`src/include/fsd_consts.svh`:
```
// Constants for the feature-set command decoder: offsets, codes, bit positions, defaults.
// Operation
// - Opcode EE is identify-by-DMA; without DMA it acts as plain identify.
// - Host writes opcode EF to command_code; device treats it as feature change.
// - On accepting it, set busy_flag and capture feature_select as the code.
// - After applying the code, clear busy_flag, then raise the interrupt.
// - Unsupported or invalid code ends with ABORTED COMMAND in fault_detail and status.
// - Code 03 sets transfer mode; sector_count holds the mode argument.
// - PIO 4, single-word DMA 2 and multiword DMA stay supported always; the block aborts every single-word DMA argument.
// - Code 02 enables write cache; code 82 disables it.
// - Code AA enables read cache; code 55 disables it.
// - Code 05 turns power management on; code 85 turns it off.
// - Code 66 keeps settings through soft reset; CC restores reverting.
// - Code BB selects a four-byte ECC field for long commands.
// - Transfer argument: upper five bits type, lower three bits mode number.
// - Power-on and hardware reset take the above-AA defaults, write cache aside; the block resets write cache to its default as well.
// - Unsupported transfer-mode argument posts ABORTED COMMAND.
`ifndef FSD_CONSTS_SVH
`define FSD_CONSTS_SVH

// =====================================================================
// Task-file addresses.
`define FSD_ADDR_FEATURE 10'h1f1
`define FSD_ADDR_SCOUNT 10'h1f2
`define FSD_ADDR_SNUMBER 10'h1f3
`define FSD_ADDR_CYL_LO 10'h1f4
`define FSD_ADDR_CYL_HI 10'h1f5
`define FSD_ADDR_DRVHEAD 10'h1f6
`define FSD_ADDR_COMMAND 10'h1f7

// =====================================================================
// Opcodes and feature codes.
`define FSD_OP_IDENT_DMA 8'hee
`define FSD_OP_SET_FEAT 8'hef
`define FSD_FC_WC_ON 8'h02
`define FSD_FC_XFER 8'h03
`define FSD_FC_NOP_04 8'h04
`define FSD_FC_APM_ON 8'h05
`define FSD_FC_NOP_33 8'h33
`define FSD_FC_NOP_54 8'h54
`define FSD_FC_RC_OFF 8'h55
`define FSD_FC_KEEP 8'h66
`define FSD_FC_NOP_77 8'h77
`define FSD_FC_NOP_81 8'h81
`define FSD_FC_WC_OFF 8'h82
`define FSD_FC_NOP_84 8'h84
`define FSD_FC_APM_OFF 8'h85
`define FSD_FC_NOP_88 8'h88
`define FSD_FC_NOP_89 8'h89
`define FSD_FC_RC_ON 8'haa
`define FSD_FC_NOP_AB 8'hab
`define FSD_FC_ECC4 8'hbb
`define FSD_FC_REVERT 8'hcc

// =====================================================================
// Transfer-mode argument types and highest mode numbers.
`define FSD_XT_PIO_DEF 5'h00
`define FSD_XT_PIO_FC 5'h01
`define FSD_XT_MWDMA 5'h04
`define FSD_XT_UDMA 5'h08
`define FSD_XM_PIO_MAX 3'h4
`define FSD_XM_MWDMA_MAX 3'h2
`define FSD_XM_UDMA_MAX 3'h4

// =====================================================================
// Status, error and unit-select bit positions.
`define FSD_ST_BUSY 7
`define FSD_ST_READY 6
`define FSD_ST_SEEKDONE 4
`define FSD_ST_ERR 0
`define FSD_ER_ABORT 2
`define FSD_UNIT_BIT 4

// =====================================================================
// Power-on defaults.
`define FSD_DEF_WCACHE 1'b1
`define FSD_DEF_RCACHE 1'b1
`define FSD_DEF_APM 1'b1
`define FSD_DEF_KEEP 1'b0
`define FSD_DEF_ECC4 1'b1
`define FSD_DEF_XFER 8'h00

`endif

```
`src/include/fsd_pkg.sv`:
```
// Types shared by the feature-set command decoder.
package fsd_pkg;

  // Sequencer states of one command.
  typedef enum logic [1:0] {
    FSD_IDLE,
    FSD_EXEC,
    FSD_DONE
  } fsd_state_e;

  // Drive settings that the feature command steers.
  typedef struct packed {
    logic write_cache;
    logic read_cache;
    logic apm;
    logic keep_soft;
    logic ecc4;
    logic [7:0] xfer_mode;
  } fsd_settings_s;

endpackage : fsd_pkg

```
`src/rtl/fsd_feature_apply.sv`:
```
// Computes the settings that a feature code produces, or an abort.
`timescale 1ns/1ns
`include "fsd_consts.svh"
module fsd_feature_apply (
  input wire logic [7:0] i_code,
  input wire logic [7:0] i_arg,
  input wire logic i_arg_ok,
  input wire fsd_pkg::fsd_settings_s i_cur,
  output fsd_pkg::fsd_settings_s o_nxt,
  output logic o_abort
);

  // Each code touches only its own field; unknown codes change nothing.
  always_comb begin
    o_nxt = i_cur;
    o_abort = 1'b0;
    case (i_code)
      `FSD_FC_WC_ON: o_nxt.write_cache = 1'b1;
      `FSD_FC_WC_OFF: o_nxt.write_cache = 1'b0;
      `FSD_FC_RC_ON: o_nxt.read_cache = 1'b1;
      `FSD_FC_RC_OFF: o_nxt.read_cache = 1'b0;
      `FSD_FC_APM_ON: o_nxt.apm = 1'b1;
      `FSD_FC_APM_OFF: o_nxt.apm = 1'b0;
      `FSD_FC_KEEP: o_nxt.keep_soft = 1'b1;
      `FSD_FC_REVERT: o_nxt.keep_soft = 1'b0;
      `FSD_FC_ECC4: o_nxt.ecc4 = 1'b1;
      `FSD_FC_XFER: begin
        // The recorded mode is advisory; the baseline modes are never withdrawn.
        if (i_arg_ok) begin
          o_nxt.xfer_mode = i_arg;
        end else begin
          o_abort = 1'b1;
        end
      end
      `FSD_FC_NOP_04, `FSD_FC_NOP_33, `FSD_FC_NOP_54, `FSD_FC_NOP_77,
      `FSD_FC_NOP_81, `FSD_FC_NOP_84, `FSD_FC_NOP_88, `FSD_FC_NOP_89,
      `FSD_FC_NOP_AB: o_nxt = i_cur;
      default: o_abort = 1'b1;
    endcase
  end

endmodule : fsd_feature_apply

```
`src/rtl/fsd_top.sv`:
```
// Task-file front end and command sequencer of the feature-set decoder.
`timescale 1ns/1ns
`include "fsd_consts.svh"
module fsd_top #(
  parameter logic UNIT_ID = 1'b0
) (
  input wire logic i_clk,
  input wire logic i_rst,
  input wire logic i_ce,
  input wire logic i_soft_rst,
  input wire logic [9:0] i_addr,
  input wire logic i_wr,
  input wire logic i_rd,
  input wire logic [7:0] i_wdata,
  output logic [7:0] o_rdata,
  output logic o_irq,
  output logic o_busy,
  output logic o_identify_req,
  output fsd_pkg::fsd_settings_s o_settings
);

  // ===================================================================
  // Power-on settings.

  localparam fsd_pkg::fsd_settings_s DEF_SETTINGS = '{
    write_cache: `FSD_DEF_WCACHE,
    read_cache: `FSD_DEF_RCACHE,
    apm: `FSD_DEF_APM,
    keep_soft: `FSD_DEF_KEEP,
    ecc4: `FSD_DEF_ECC4,
    xfer_mode: `FSD_DEF_XFER
  };

  // ===================================================================
  // Declarations.

  logic [7:0] feature_ff;
  logic [7:0] nxt_feature;
  logic [7:0] scount_ff;
  logic [7:0] nxt_scount;
  logic [7:0] snumber_ff;
  logic [7:0] nxt_snumber;
  logic [7:0] cyl_lo_ff;
  logic [7:0] nxt_cyl_lo;
  logic [7:0] cyl_hi_ff;
  logic [7:0] nxt_cyl_hi;
  logic [7:0] drvhead_ff;
  logic [7:0] nxt_drvhead;

  fsd_pkg::fsd_state_e state_ff;
  fsd_pkg::fsd_state_e nxt_state;
  logic busy_ff;
  logic nxt_busy;
  logic err_ff;
  logic nxt_err;
  logic [7:0] fault_ff;
  logic [7:0] nxt_fault;
  logic irq_ff;
  logic nxt_irq;
  logic [7:0] opcode_ff;
  logic [7:0] nxt_opcode;
  logic [7:0] code_ff;
  logic [7:0] nxt_code;
  logic ident_ff;
  logic nxt_ident;

  fsd_pkg::fsd_settings_s settings_ff;
  fsd_pkg::fsd_settings_s nxt_settings;
  fsd_pkg::fsd_settings_s applied;

  logic [7:0] rdata_ff;
  logic [7:0] nxt_rdata;

  logic arg_ok;
  logic feat_abort;
  logic cmd_write;
  logic unit_match;
  logic status_read;
  logic [7:0] status_byte;

  // ===================================================================
  // Helpers.

  // Shadow registers may only be written while the drive is idle.
  assign unit_match = (drvhead_ff[`FSD_UNIT_BIT] == UNIT_ID);
  assign cmd_write = i_wr && (i_addr == `FSD_ADDR_COMMAND) && !busy_ff && unit_match;
  assign status_read = i_rd && (i_addr == `FSD_ADDR_COMMAND);

  // Ready and seek-complete are held high; the block has no media state.
  always_comb begin
    status_byte = 8'h00;
    status_byte[`FSD_ST_BUSY] = busy_ff;
    status_byte[`FSD_ST_READY] = 1'b1;
    status_byte[`FSD_ST_SEEKDONE] = 1'b1;
    status_byte[`FSD_ST_ERR] = err_ff;
  end

  // ===================================================================
  // Feature decoding.

  // Argument check and the settings that the captured code would yield.
  fsd_xfer_check u_xfer_check (
    .i_arg(scount_ff),
    .o_ok(arg_ok)
  );

  fsd_feature_apply u_feature_apply (
    .i_code(code_ff),
    .i_arg(scount_ff),
    .i_arg_ok(arg_ok),
    .i_cur(settings_ff),
    .o_nxt(applied),
    .o_abort(feat_abort)
  );

  // ===================================================================
  // Task-file shadow registers.

  // Host writes are dropped while busy, so the sequencer sees stable arguments.
  always_comb begin
    nxt_feature = feature_ff;
    nxt_scount = scount_ff;
    nxt_snumber = snumber_ff;
    nxt_cyl_lo = cyl_lo_ff;
    nxt_cyl_hi = cyl_hi_ff;
    nxt_drvhead = drvhead_ff;
    if (i_wr && !busy_ff) begin
      case (i_addr)
        `FSD_ADDR_FEATURE: nxt_feature = i_wdata;
        `FSD_ADDR_SCOUNT: nxt_scount = i_wdata;
        `FSD_ADDR_SNUMBER: nxt_snumber = i_wdata;
        `FSD_ADDR_CYL_LO: nxt_cyl_lo = i_wdata;
        `FSD_ADDR_CYL_HI: nxt_cyl_hi = i_wdata;
        `FSD_ADDR_DRVHEAD: nxt_drvhead = i_wdata;
        default: nxt_feature = feature_ff;
      endcase
    end
  end

  always_ff @(posedge i_clk) begin
    if (i_rst) begin
      feature_ff <= 8'h00;
      scount_ff <= 8'h00;
      snumber_ff <= 8'h00;
      cyl_lo_ff <= 8'h00;
      cyl_hi_ff <= 8'h00;
      drvhead_ff <= 8'h00;
    end else if (i_ce) begin
      feature_ff <= nxt_feature;
      scount_ff <= nxt_scount;
      snumber_ff <= nxt_snumber;
      cyl_lo_ff <= nxt_cyl_lo;
      cyl_hi_ff <= nxt_cyl_hi;
      drvhead_ff <= nxt_drvhead;
    end
  end

  // ===================================================================
  // Command sequencer.

  // Busy drops one cycle before the interrupt rises, so a host that sees
  // the interrupt never reads a stale busy flag.
  always_comb begin
    nxt_state = state_ff;
    nxt_busy = busy_ff;
    nxt_err = err_ff;
    nxt_fault = fault_ff;
    nxt_irq = irq_ff;
    nxt_opcode = opcode_ff;
    nxt_code = code_ff;
    nxt_ident = 1'b0;
    // Reading status acknowledges the interrupt.
    if (status_read) begin
      nxt_irq = 1'b0;
    end
    case (state_ff)
      fsd_pkg::FSD_IDLE: begin
        if (cmd_write) begin
          nxt_irq = 1'b0;
          nxt_err = 1'b0;
          nxt_fault = 8'h00;
          nxt_opcode = i_wdata;
          nxt_busy = 1'b1;
          nxt_code = feature_ff;
          nxt_state = fsd_pkg::FSD_EXEC;
        end
      end
      fsd_pkg::FSD_EXEC: begin
        nxt_busy = 1'b0;
        nxt_state = fsd_pkg::FSD_DONE;
        case (opcode_ff)
          `FSD_OP_SET_FEAT: begin
            if (feat_abort) begin
              nxt_err = 1'b1;
              nxt_fault[`FSD_ER_ABORT] = 1'b1;
            end
          end
          `FSD_OP_IDENT_DMA: nxt_ident = 1'b1;
          default: begin
            nxt_err = 1'b1;
            nxt_fault[`FSD_ER_ABORT] = 1'b1;
          end
        endcase
      end
      fsd_pkg::FSD_DONE: begin
        nxt_irq = 1'b1;
        nxt_state = fsd_pkg::FSD_IDLE;
      end
      default: nxt_state = fsd_pkg::FSD_IDLE;
    endcase
    // Software reset abandons a command in flight.
    if (i_soft_rst) begin
      nxt_state = fsd_pkg::FSD_IDLE;
      nxt_busy = 1'b0;
      nxt_err = 1'b0;
      nxt_fault = 8'h00;
      nxt_irq = 1'b0;
      nxt_ident = 1'b0;
    end
  end

  always_ff @(posedge i_clk) begin
    if (i_rst) begin
      state_ff <= fsd_pkg::FSD_IDLE;
      busy_ff <= 1'b0;
      err_ff <= 1'b0;
      fault_ff <= 8'h00;
      irq_ff <= 1'b0;
      opcode_ff <= 8'h00;
      code_ff <= 8'h00;
      ident_ff <= 1'b0;
    end else if (i_ce) begin
      state_ff <= nxt_state;
      busy_ff <= nxt_busy;
      err_ff <= nxt_err;
      fault_ff <= nxt_fault;
      irq_ff <= nxt_irq;
      opcode_ff <= nxt_opcode;
      code_ff <= nxt_code;
      ident_ff <= nxt_ident;
    end
  end

  // ===================================================================
  // Drive settings.

  // Settings change only on a feature command that was not refused, or on soft reset.
  always_comb begin
    nxt_settings = settings_ff;
    if ((state_ff == fsd_pkg::FSD_EXEC) && (opcode_ff == `FSD_OP_SET_FEAT) && !feat_abort) begin
      nxt_settings = applied;
    end
    // Unless retention was asked for, soft reset restores the above-AA group.
    if (i_soft_rst && !settings_ff.keep_soft) begin
      nxt_settings.ecc4 = DEF_SETTINGS.ecc4;
    end
  end

  always_ff @(posedge i_clk) begin
    if (i_rst) begin
      settings_ff <= DEF_SETTINGS;
    end else if (i_ce) begin
      settings_ff <= nxt_settings;
    end
  end

  // ===================================================================
  // Read path.

  // Read data is registered; it appears the cycle after the strobe.
  always_comb begin
    nxt_rdata = 8'h00;
    if (i_rd) begin
      case (i_addr)
        `FSD_ADDR_FEATURE: nxt_rdata = fault_ff;
        `FSD_ADDR_SCOUNT: nxt_rdata = scount_ff;
        `FSD_ADDR_SNUMBER: nxt_rdata = snumber_ff;
        `FSD_ADDR_CYL_LO: nxt_rdata = cyl_lo_ff;
        `FSD_ADDR_CYL_HI: nxt_rdata = cyl_hi_ff;
        `FSD_ADDR_DRVHEAD: nxt_rdata = drvhead_ff;
        `FSD_ADDR_COMMAND: nxt_rdata = status_byte;
        default: nxt_rdata = 8'h00;
      endcase
    end
  end

  always_ff @(posedge i_clk) begin
    if (i_rst) begin
      rdata_ff <= 8'h00;
    end else if (i_ce) begin
      rdata_ff <= nxt_rdata;
    end
  end

  // ===================================================================
  // Outputs.

  assign o_rdata = rdata_ff;
  assign o_irq = irq_ff;
  assign o_busy = busy_ff;
  assign o_identify_req = ident_ff;
  assign o_settings = settings_ff;

endmodule : fsd_top

```
`src/rtl/fsd_xfer_check.sv`:
```
// Checks a transfer-mode argument against the supported encodings.
`timescale 1ns/1ns
`include "fsd_consts.svh"
module fsd_xfer_check (
  input wire logic [7:0] i_arg,
  output logic o_ok
);

  logic [4:0] xfer_type;
  logic [2:0] xfer_num;

  // Split the argument into type and mode number.
  assign xfer_type = i_arg[7:3];
  assign xfer_num = i_arg[2:0];

  // Any type or mode number outside the table is refused.
  always_comb begin
    case (xfer_type)
      `FSD_XT_PIO_DEF: o_ok = (xfer_num == 3'h0);
      `FSD_XT_PIO_FC: o_ok = (xfer_num <= `FSD_XM_PIO_MAX);
      `FSD_XT_MWDMA: o_ok = (xfer_num <= `FSD_XM_MWDMA_MAX);
      `FSD_XT_UDMA: o_ok = (xfer_num <= `FSD_XM_UDMA_MAX);
      default: o_ok = 1'b0;
    endcase
  end

endmodule : fsd_xfer_check

```
`config.mk`:
```
export PLATFORM = sky130hd
export DESIGN_NAME = fsd_top
export DESIGN_NICKNAME = d
export VERILOG_FILES = /design/src/include/fsd_pkg.sv /design/src/rtl/fsd_feature_apply.sv /design/src/rtl/fsd_top.sv /design/src/rtl/fsd_xfer_check.sv
export VERILOG_INCLUDE_DIRS = /design/src /design/src/include
export SDC_FILE = /design/constraint.sdc
export NUM_CORES = 1
export LEC_CHECK = 0
export BUFFER_PORTS_ARGS = -buffer_cell sky130_fd_sc_hd__buf_2
export CAP_MARGIN = 20
export CORE_MARGIN = 2
export CORE_UTILIZATION = 56
export CTS_BUF_LIST = sky130_fd_sc_hd__clkbuf_8
export DETAILED_ROUTE_END_ITERATION = 10
export GPL_TIMING_DRIVEN = 0
export PLACE_DENSITY_LB_ADDON = 0.3
export SLEW_MARGIN = 30
export SYNTH_ARGS = -nofsm -noshare
export SYNTH_HDL_FRONTEND = slang
export SYNTH_HIERARCHICAL = 1
export SYNTH_SLANG_ARGS = --single-unit
```
`constraint.sdc`:
```
create_clock -name i_clk -period 2.95 [get_ports i_clk]
set_input_delay 0.59 -clock i_clk [delete_from_list [all_inputs] [get_ports i_clk]]
set_output_delay 0.59 -clock i_clk [all_outputs]
set_load 0.02 [all_outputs]
```
# Yosys cells after proc, flatten, opt, wreduce, memory -nomap -nowiden
# Cells that the tools add are included.
dict set report totals {
  ff_bits 99
  latchBits 0
  mem_bits_rw 0
  romBits 0
  output_inout_bits 24
  wordCells 140
  n_memories 0
}
dict set report classes {
  add_sub_neg 0
  multipliers 0
  n_div 0
  order_cmp 2
  eq_ne 36
  shift 0
  muxes 37
  bitwise 1
  n_reduce_logical 42
}
# operator count
set ops {}
lappend ops {{equality test 8 bit (second input constant)} 12}
lappend ops {{equality test 10 x 9 -> 1 bit (second input constant)} 7}
lappend ops {{case mux 8 bit (7 select lines)} 1}
lappend ops {{AND reduction 3 bit} 14}
lappend ops {{2-to-1 mux 8 bit} 5}
lappend ops {{equality test 8 x 7 -> 1 bit (second input constant)} 4}
lappend ops {{case mux 1 bit (2 select lines)} 10}
lappend ops {{OR reduction 18 bit} 1}
lappend ops {{equality test 8 x 2 -> 1 bit (second input constant)} 2}
lappend ops {{equality test 8 x 3 -> 1 bit (second input constant)} 2}
lappend ops {{nonzero test 2 bit} 8}
lappend ops {{2-to-1 mux 1 bit} 14}
lappend ops {{2-to-1 mux 9 bit} 1}
lappend ops {{equality test 8 x 6 -> 1 bit (second input constant)} 1}
lappend ops {{logical AND 1 bit} 8}
lappend ops {{2-to-1 mux 2 bit} 3}
lappend ops {{!= test 3 bit (second input constant)} 2}
lappend ops {{equality test 5 x 1 -> 1 bit (second input constant)} 1}
lappend ops {{equality test 5 x 3 -> 1 bit (second input constant)} 1}
lappend ops {{equality test 5 x 4 -> 1 bit (second input constant)} 1}
lappend ops {{logical NOT 5 bit} 1}
lappend ops {{2-to-1 mux 5 bit} 1}
lappend ops {{AND reduction 5 bit} 1}
lappend ops {{!= test 4 bit (second input constant)} 1}
lappend ops {{other kinds (14)} 16}

# Longest topological paths before layout
dict set report depth {
  word_depth 9
  ltp_mapped 12
  ltp_nobuf 10
}

# Modules after synthesis
# The synthesis kept the hierarchy.
# module instances cells_per_inst area_per_inst_um2 seq_area_each_um2
set by_module_without_submodules {}
lappend by_module_without_submodules {fsd_top 1 399 4052.6 1821.7}
lappend by_module_without_submodules {fsd_feature_apply 1 53 405.4 0.0}
lappend by_module_without_submodules {fsd_xfer_check 1 7 52.6 0.0}

# Worst setup path after synthesis
# Ideal clock, no wire load.
dict set report synth_timing {
  path_type {register -> register}
  startpoint {reg scount_ff[6]}
  endpoint {reg settings_ff, in the netlist o_settings[9]}
  setup_ps 128
  t_arrival_ps 2214
  required_time_ps 2822
  path_slack_ps 609
  stages_incl_launch_ff 13
  synth_period_minus_slack_ps 2341
  path_cell_list {dfxtp_1 nor3_1 o22a_1 nor4_2 nand2b_1 a21oi_1 o21ai_0 nor4bb_1 or4_1 buf_2 buf_6 mux2i_1 nor2_1}
}
dict set report synth_via {
  elab_chain_cells 8
  word_cells_on_any_way 11
  cone_classes {3 x eq/ne; 3 x mux; 5 x reduce/logical}
}
# item line
set synth_lines {}
lappend synth_lines {{start: declaration} fsd_top.sv:39} ;# logic [7:0] scount_ff;
lappend synth_lines {{start signal: assignment} fsd_top.sv:150} ;# scount_ff <= nxt_scount;
lappend synth_lines {{equality test 5 x 1 -> 1 bit or equality test 5 x 4 -> 1 bit (tied branches)} fsd_xfer_check.sv:18} ;# case (xfer_type)
lappend synth_lines {{OR reduction 2 bit (no line)} --}
lappend synth_lines {{case mux 1 bit (3 select lines) *} fsd_xfer_check.sv:18}
lappend synth_lines {{net arg_ok} fsd_top.sv:74} ;# logic arg_ok;
lappend synth_lines {{2-to-1 mux 1 bit *} fsd_feature_apply.sv:29} ;# if (i_arg_ok) begin
lappend synth_lines {{case mux 1 bit (2 select lines) *} fsd_feature_apply.sv:17} ;# case (i_code)
lappend synth_lines {{net feat_abort} fsd_top.sv:75} ;# logic feat_abort;
lappend synth_lines {{logical NOT 1 bit *} fsd_top.sv:250} ;# if ((state_ff == fsd_pkg::FSD_EXEC) && (opcode_ff == `FSD_OP_SET_FEAT) && !feat_abort) begin
lappend synth_lines {{logical AND 1 bit *} fsd_top.sv:250}
lappend synth_lines {{AND reduction 3 bit (no line) *} --}
lappend synth_lines {{end signal: assignment} fsd_top.sv:263} ;# settings_ff <= nxt_settings;
lappend synth_lines {{end: declaration} fsd_top.sv:67} ;# fsd_pkg::fsd_settings_s settings_ff;
# The timed path passes the listed nets; every way through them passes the cells marked *.
# A chain may end at the register's enable or synchronous reset.

# Final worst setup path
dict set report layout_timing {
  startpoint {reg scount_ff[3]}
  endpoint {reg settings_ff, in the netlist o_settings[0]}
}
dict set report layout_via {
  elab_chain_cells 8
  word_cells_on_any_way 11
  cone_classes {3 x eq/ne; 3 x mux; 5 x reduce/logical}
}
# item line
set layout_lines {}
lappend layout_lines {{equality test 5 x 1 -> 1 bit or equality test 5 x 4 -> 1 bit (tied branches)} fsd_xfer_check.sv:18}
lappend layout_lines {{OR reduction 2 bit (no line)} --}
lappend layout_lines {{case mux 1 bit (3 select lines) *} fsd_xfer_check.sv:18}
lappend layout_lines {{net arg_ok} fsd_top.sv:74}
lappend layout_lines {{2-to-1 mux 1 bit *} fsd_feature_apply.sv:29}
lappend layout_lines {{case mux 1 bit (2 select lines) *} fsd_feature_apply.sv:17}
lappend layout_lines {{net feat_abort} fsd_top.sv:75}
lappend layout_lines {{logical NOT 1 bit *} fsd_top.sv:250}
lappend layout_lines {{logical AND 1 bit *} fsd_top.sv:250}
lappend layout_lines {{AND reduction 4 bit (no line) *} --}
# Marks and branches as above.

==> flow_metrics.tcl <==
set metrics [dict create \
    status "completed" \
    clock_sinks 91 \
    drv_cap 0 \
    grt_pass1_wl_microns 17600 \
    clock.fmax_mhz 368 \
    synth_fa_ha_area_share_pct 0 \
    placed_cells 606 \
    p_sw_share_pct 24.8 \
    synthesis.nets 483 \
    antenna_found_initial 0 \
    seqCellArea_sq_mm 0.00182 \
    finalInstanceArea_sq_mm 0.00507 \
    portBuffers 45 \
    hp-class "flop to flop" \
    startpoint_type "flop" \
    crit_path_start "scount_ff[3]$_SDFFE_PP0P_" \
    finalMaxSlewViolations 0 \
    cp-endpoint "o_settings[0]$_SDFFE_PP0P_" \
    final_nets 539 \
    async_flop_share_pct 0 \
    cts_buffer_depth 2 \
    die_area_sq_mm 0.00879 \
    rsz0062_at_grt "false" \
    postRouteWirelength_microns 10600 \
    grt_pass1_vias 3613 \
    synth_seq_area_share_pct 40.4 \
    reg2reg_depth 12 \
    htree_levels 3 \
    viasPerCell 5.79 \
    hpwl_microns 7770 \
    synth-compound-area-share_pct 7.82 \
    tritoncts "yes" \
    synthCells 459 \
    power_density_mw_per_mm2 439 \
    ys_seq_elements 91 \
    multi_input_area_sq_mm 0.00248 \
    p_leak_nw 2.31 \
    p_int_mw 1.67 \
    worst-path-max-fanout 10 \
    dieHeight_microns 93.7 \
    relSlewSlack_pct 58.9 \
    start_util_pct 58.1 \
    avgSynthCellArea_sq_um 9.83 \
    ant_nets 0 \
    detail_route.wl_per_cell_microns 17.1 \
    tns_ps 0 \
    synthSimpleGateAreaFrac_pct 23.6 \
    path_class "flop to flop" \
    num_vias 3604 \
    core_area_sq_mm 0.00777 \
    p_sw_mw 0.553 \
    ys_warn_count 6 \
    hold_viol 0 \
    worst_r2r_endpoint "o_settings[0]$_SDFFE_PP0P_" \
    synth_edf_count 0 \
    cp-end-kind "flop" \
    final_cells 622 \
    synth_xor_area_share_pct 0 \
    synth_cell_type_count 59 \
    r2r_slack_ps 240 \
    fp.dieW_microns 93.7 \
    min_period_over_period_pct 92.0 \
    ios 48 \
    p_seq_share_pct 55.2 \
    num_antenna_cells 0 \
    muxShareOfSynthArea_pct 23.5 \
    track_usage_pct 25.5 \
    row_count 32 \
    grt_overflow 0 \
    setup_violations 0 \
    drive_above_1_share_pct 18.8 \
    place_area_sq_mm 0.00486 \
    clock_latency_ps 370 \
    peakVddDrop_v 0.000397 \
    cp.arrival_ps 2970 \
    post_cts_buffers 0 \
    nFillCells 667 \
    final_core_util_pct 65.3 \
    drt_iter0_drc 216 \
    crit-reg2reg-launch "scount_ff[3]$_SDFFE_PP0P_" \
    syn_area_sq_mm 0.00451 \
    dr.pass1.iters 5 \
    power_frac_clock_pct 39.0 \
    area_growth_pct 12.4 \
    finalWeightedCongestion 0.900 \
    grt_max_degree 17 \
    critical_path_required_ps 3200 \
    clock-skew-final_ps 12.8 \
    clk_pin_slew_ps 100 \
    combPwrFrac_pct 5.8 \
    root_buffer "clkbuf_8" \
    numCtsBuffers 9 \
    drcViolationCount 0 \
    period_needed_ps 2710 \
    synth_flop_cell "dfxtp_1" \
    synth_top_family_by_area "simple AND/OR/NAND/NOR gates" \
    worst_slew_pin_slew_ps 614 \
]
## synthesized netlist by cell type, types with 3 or more instances
cell	n	share of area (%)
a21oi_1	9	1.0
inv_1	9	0.75
buf_2	9	1.0
and2_1	4	0.55
mux2i_1	87	19
nand3_1	3	0.33
o2bb2ai_1	3	0.58
mux2_4	8	2.7
o21ai_0	5	0.55
nor2b_1	4	0.55
nor4bb_1	3	0.67
a211o_1	5	0.97
buf_6	4	1.0
nand4b_1	5	0.97
and4_1	3	0.58
buf_1	3	0.25
nand2_1	18	1.5
nor3_1	3	0.33
clkbuf_1	11	0.92
nand2b_1	37	5.1
nor3b_1	4	0.67
dfxtp_1	91	40
nor2_1	62	5.2
nand4_1	10	1.4
o211ai_1	7	1.2
nor4b_1	4	0.78
a31oi_1	4	0.55
## flip-flops by register name, summed over array words and instances, names as in the netlist, 2 cells and up
signal,count
state_ff,2
o_rdata,8
o_settings,13
code_ff,8
cyl_lo_ff,8
scount_ff,8
opcode_ff,8
drvhead_ff,8
cyl_hi_ff,8
feature_ff,8
snumber_ff,8
## placed cells by master (no fill, tap or decap), drive strengths merged, types with 3 or more instances in the layout
master	n
nand4	12
nand4b	5
nor4bb	3
nor2b	4
o2bb2ai	3
and4	3
a211o	5
nor3b	5
clkbuf	20
a21oi	9
o21ai	7
inv	13
buf	64
and2	4
nor2	62
dfxtp	91
o211ai	7
nor4b	5
and4b	3
nand3	4
mux2	10
nand2b	37
mux2i	87
nor3	3
a31oi	4
nand2	18
## cell type report
class                   instances  share of cell area, %
plain buffers                  30                   3.51
clock buffers                   9                   2.44
clock inverters                 7                   1.48
inverters                       9                  0.667
multi-input cells             329                   49.0
flip-flops and latches         91                   36.0
well taps                     102                   2.52
repair buffers                 45                   4.44
## layer usage
metal | up-vias | global-route usage, % | share of wire [%]
met5 | - | 0 | 0
met4 | 0 | 9.66 | 1.8
met3 | 13 | 3.77 | 4.7
met2 | 107 | 44.5 | 49
met1 | 1732 | 31.6 | 44
li1 | 1752 | - | -
## how the worst min path moves through the flow
stage                                           end                       from  cells past startpoint  slack, ps
final                       o_rdata[6]$_SDFFE_PP0P_    o_rdata[6]$_SDFFE_PP0P_                      2        460
after global routing        o_rdata[6]$_SDFFE_PP0P_    o_rdata[6]$_SDFFE_PP0P_                      2        480
after CTS                   o_rdata[6]$_SDFFE_PP0P_    o_rdata[6]$_SDFFE_PP0P_                      2        460
after detailed placement    o_rdata[6]$_SDFFE_PP0P_    o_rdata[6]$_SDFFE_PP0P_                      2        440
after global placement      o_rdata[6]$_SDFFE_PP0P_    o_rdata[6]$_SDFFE_PP0P_                      2        430
after floorplan           opcode_ff[4]$_SDFFE_PP0P_  opcode_ff[4]$_SDFFE_PP0P_                      2        450
## stage by stage
step / worst slack [ps] / total power [mW] / hold WS (ps)
finish: 236 / 2.23 / 457
global placement: 262 / 1.38 / 432
global route: 40.6 / 2.30 / 479
detailed placement: 214 / 1.39 / 444
CTS: 191 / 2.24 / 460
floorplan: 609 / 1.33 / 447
## repair_timing
item / CTS / global route
setup endpoints to repair: 0 / 2
hold buffers: 0 / 0
resized for setup: 0 / 2
## worst max-delay path, stage by stage (launching register included)
cell and delay (ps):
dfxtp_1 440, nor3_1 90, o22a_1 190, nor4_2 250, nand2b_1 100, a21oi_1 150
o21ai_0 90, nor4bb_1 180, or4_1 530, buf_2 180, buf_6 170, mux2i_1 160
nor2_1 60
## power groups by stage
stage | Clock [mW] | Sequential (mW) | Combinational, mW
after floorplan | 0 | 1.26 | 0.0740
after global placement | 0 | 1.26 | 0.126
after detailed placement | 0 | 1.26 | 0.127
after CTS | 0.879 | 1.23 | 0.127
after global routing | 0.930 | 1.23 | 0.138
final | 0.869 | 1.23 | 0.129
## cells by family (layout without fill, tap and decap cells)
family	count (synthesis)	after routing
flip-flops	91	91
buffers and inverters	39	100
multiplexers	99	99
AND/OR/NAND/NOR	180	180
AO/OA/AOI/OAI	50	50
(Power assumes the default switching activity.)
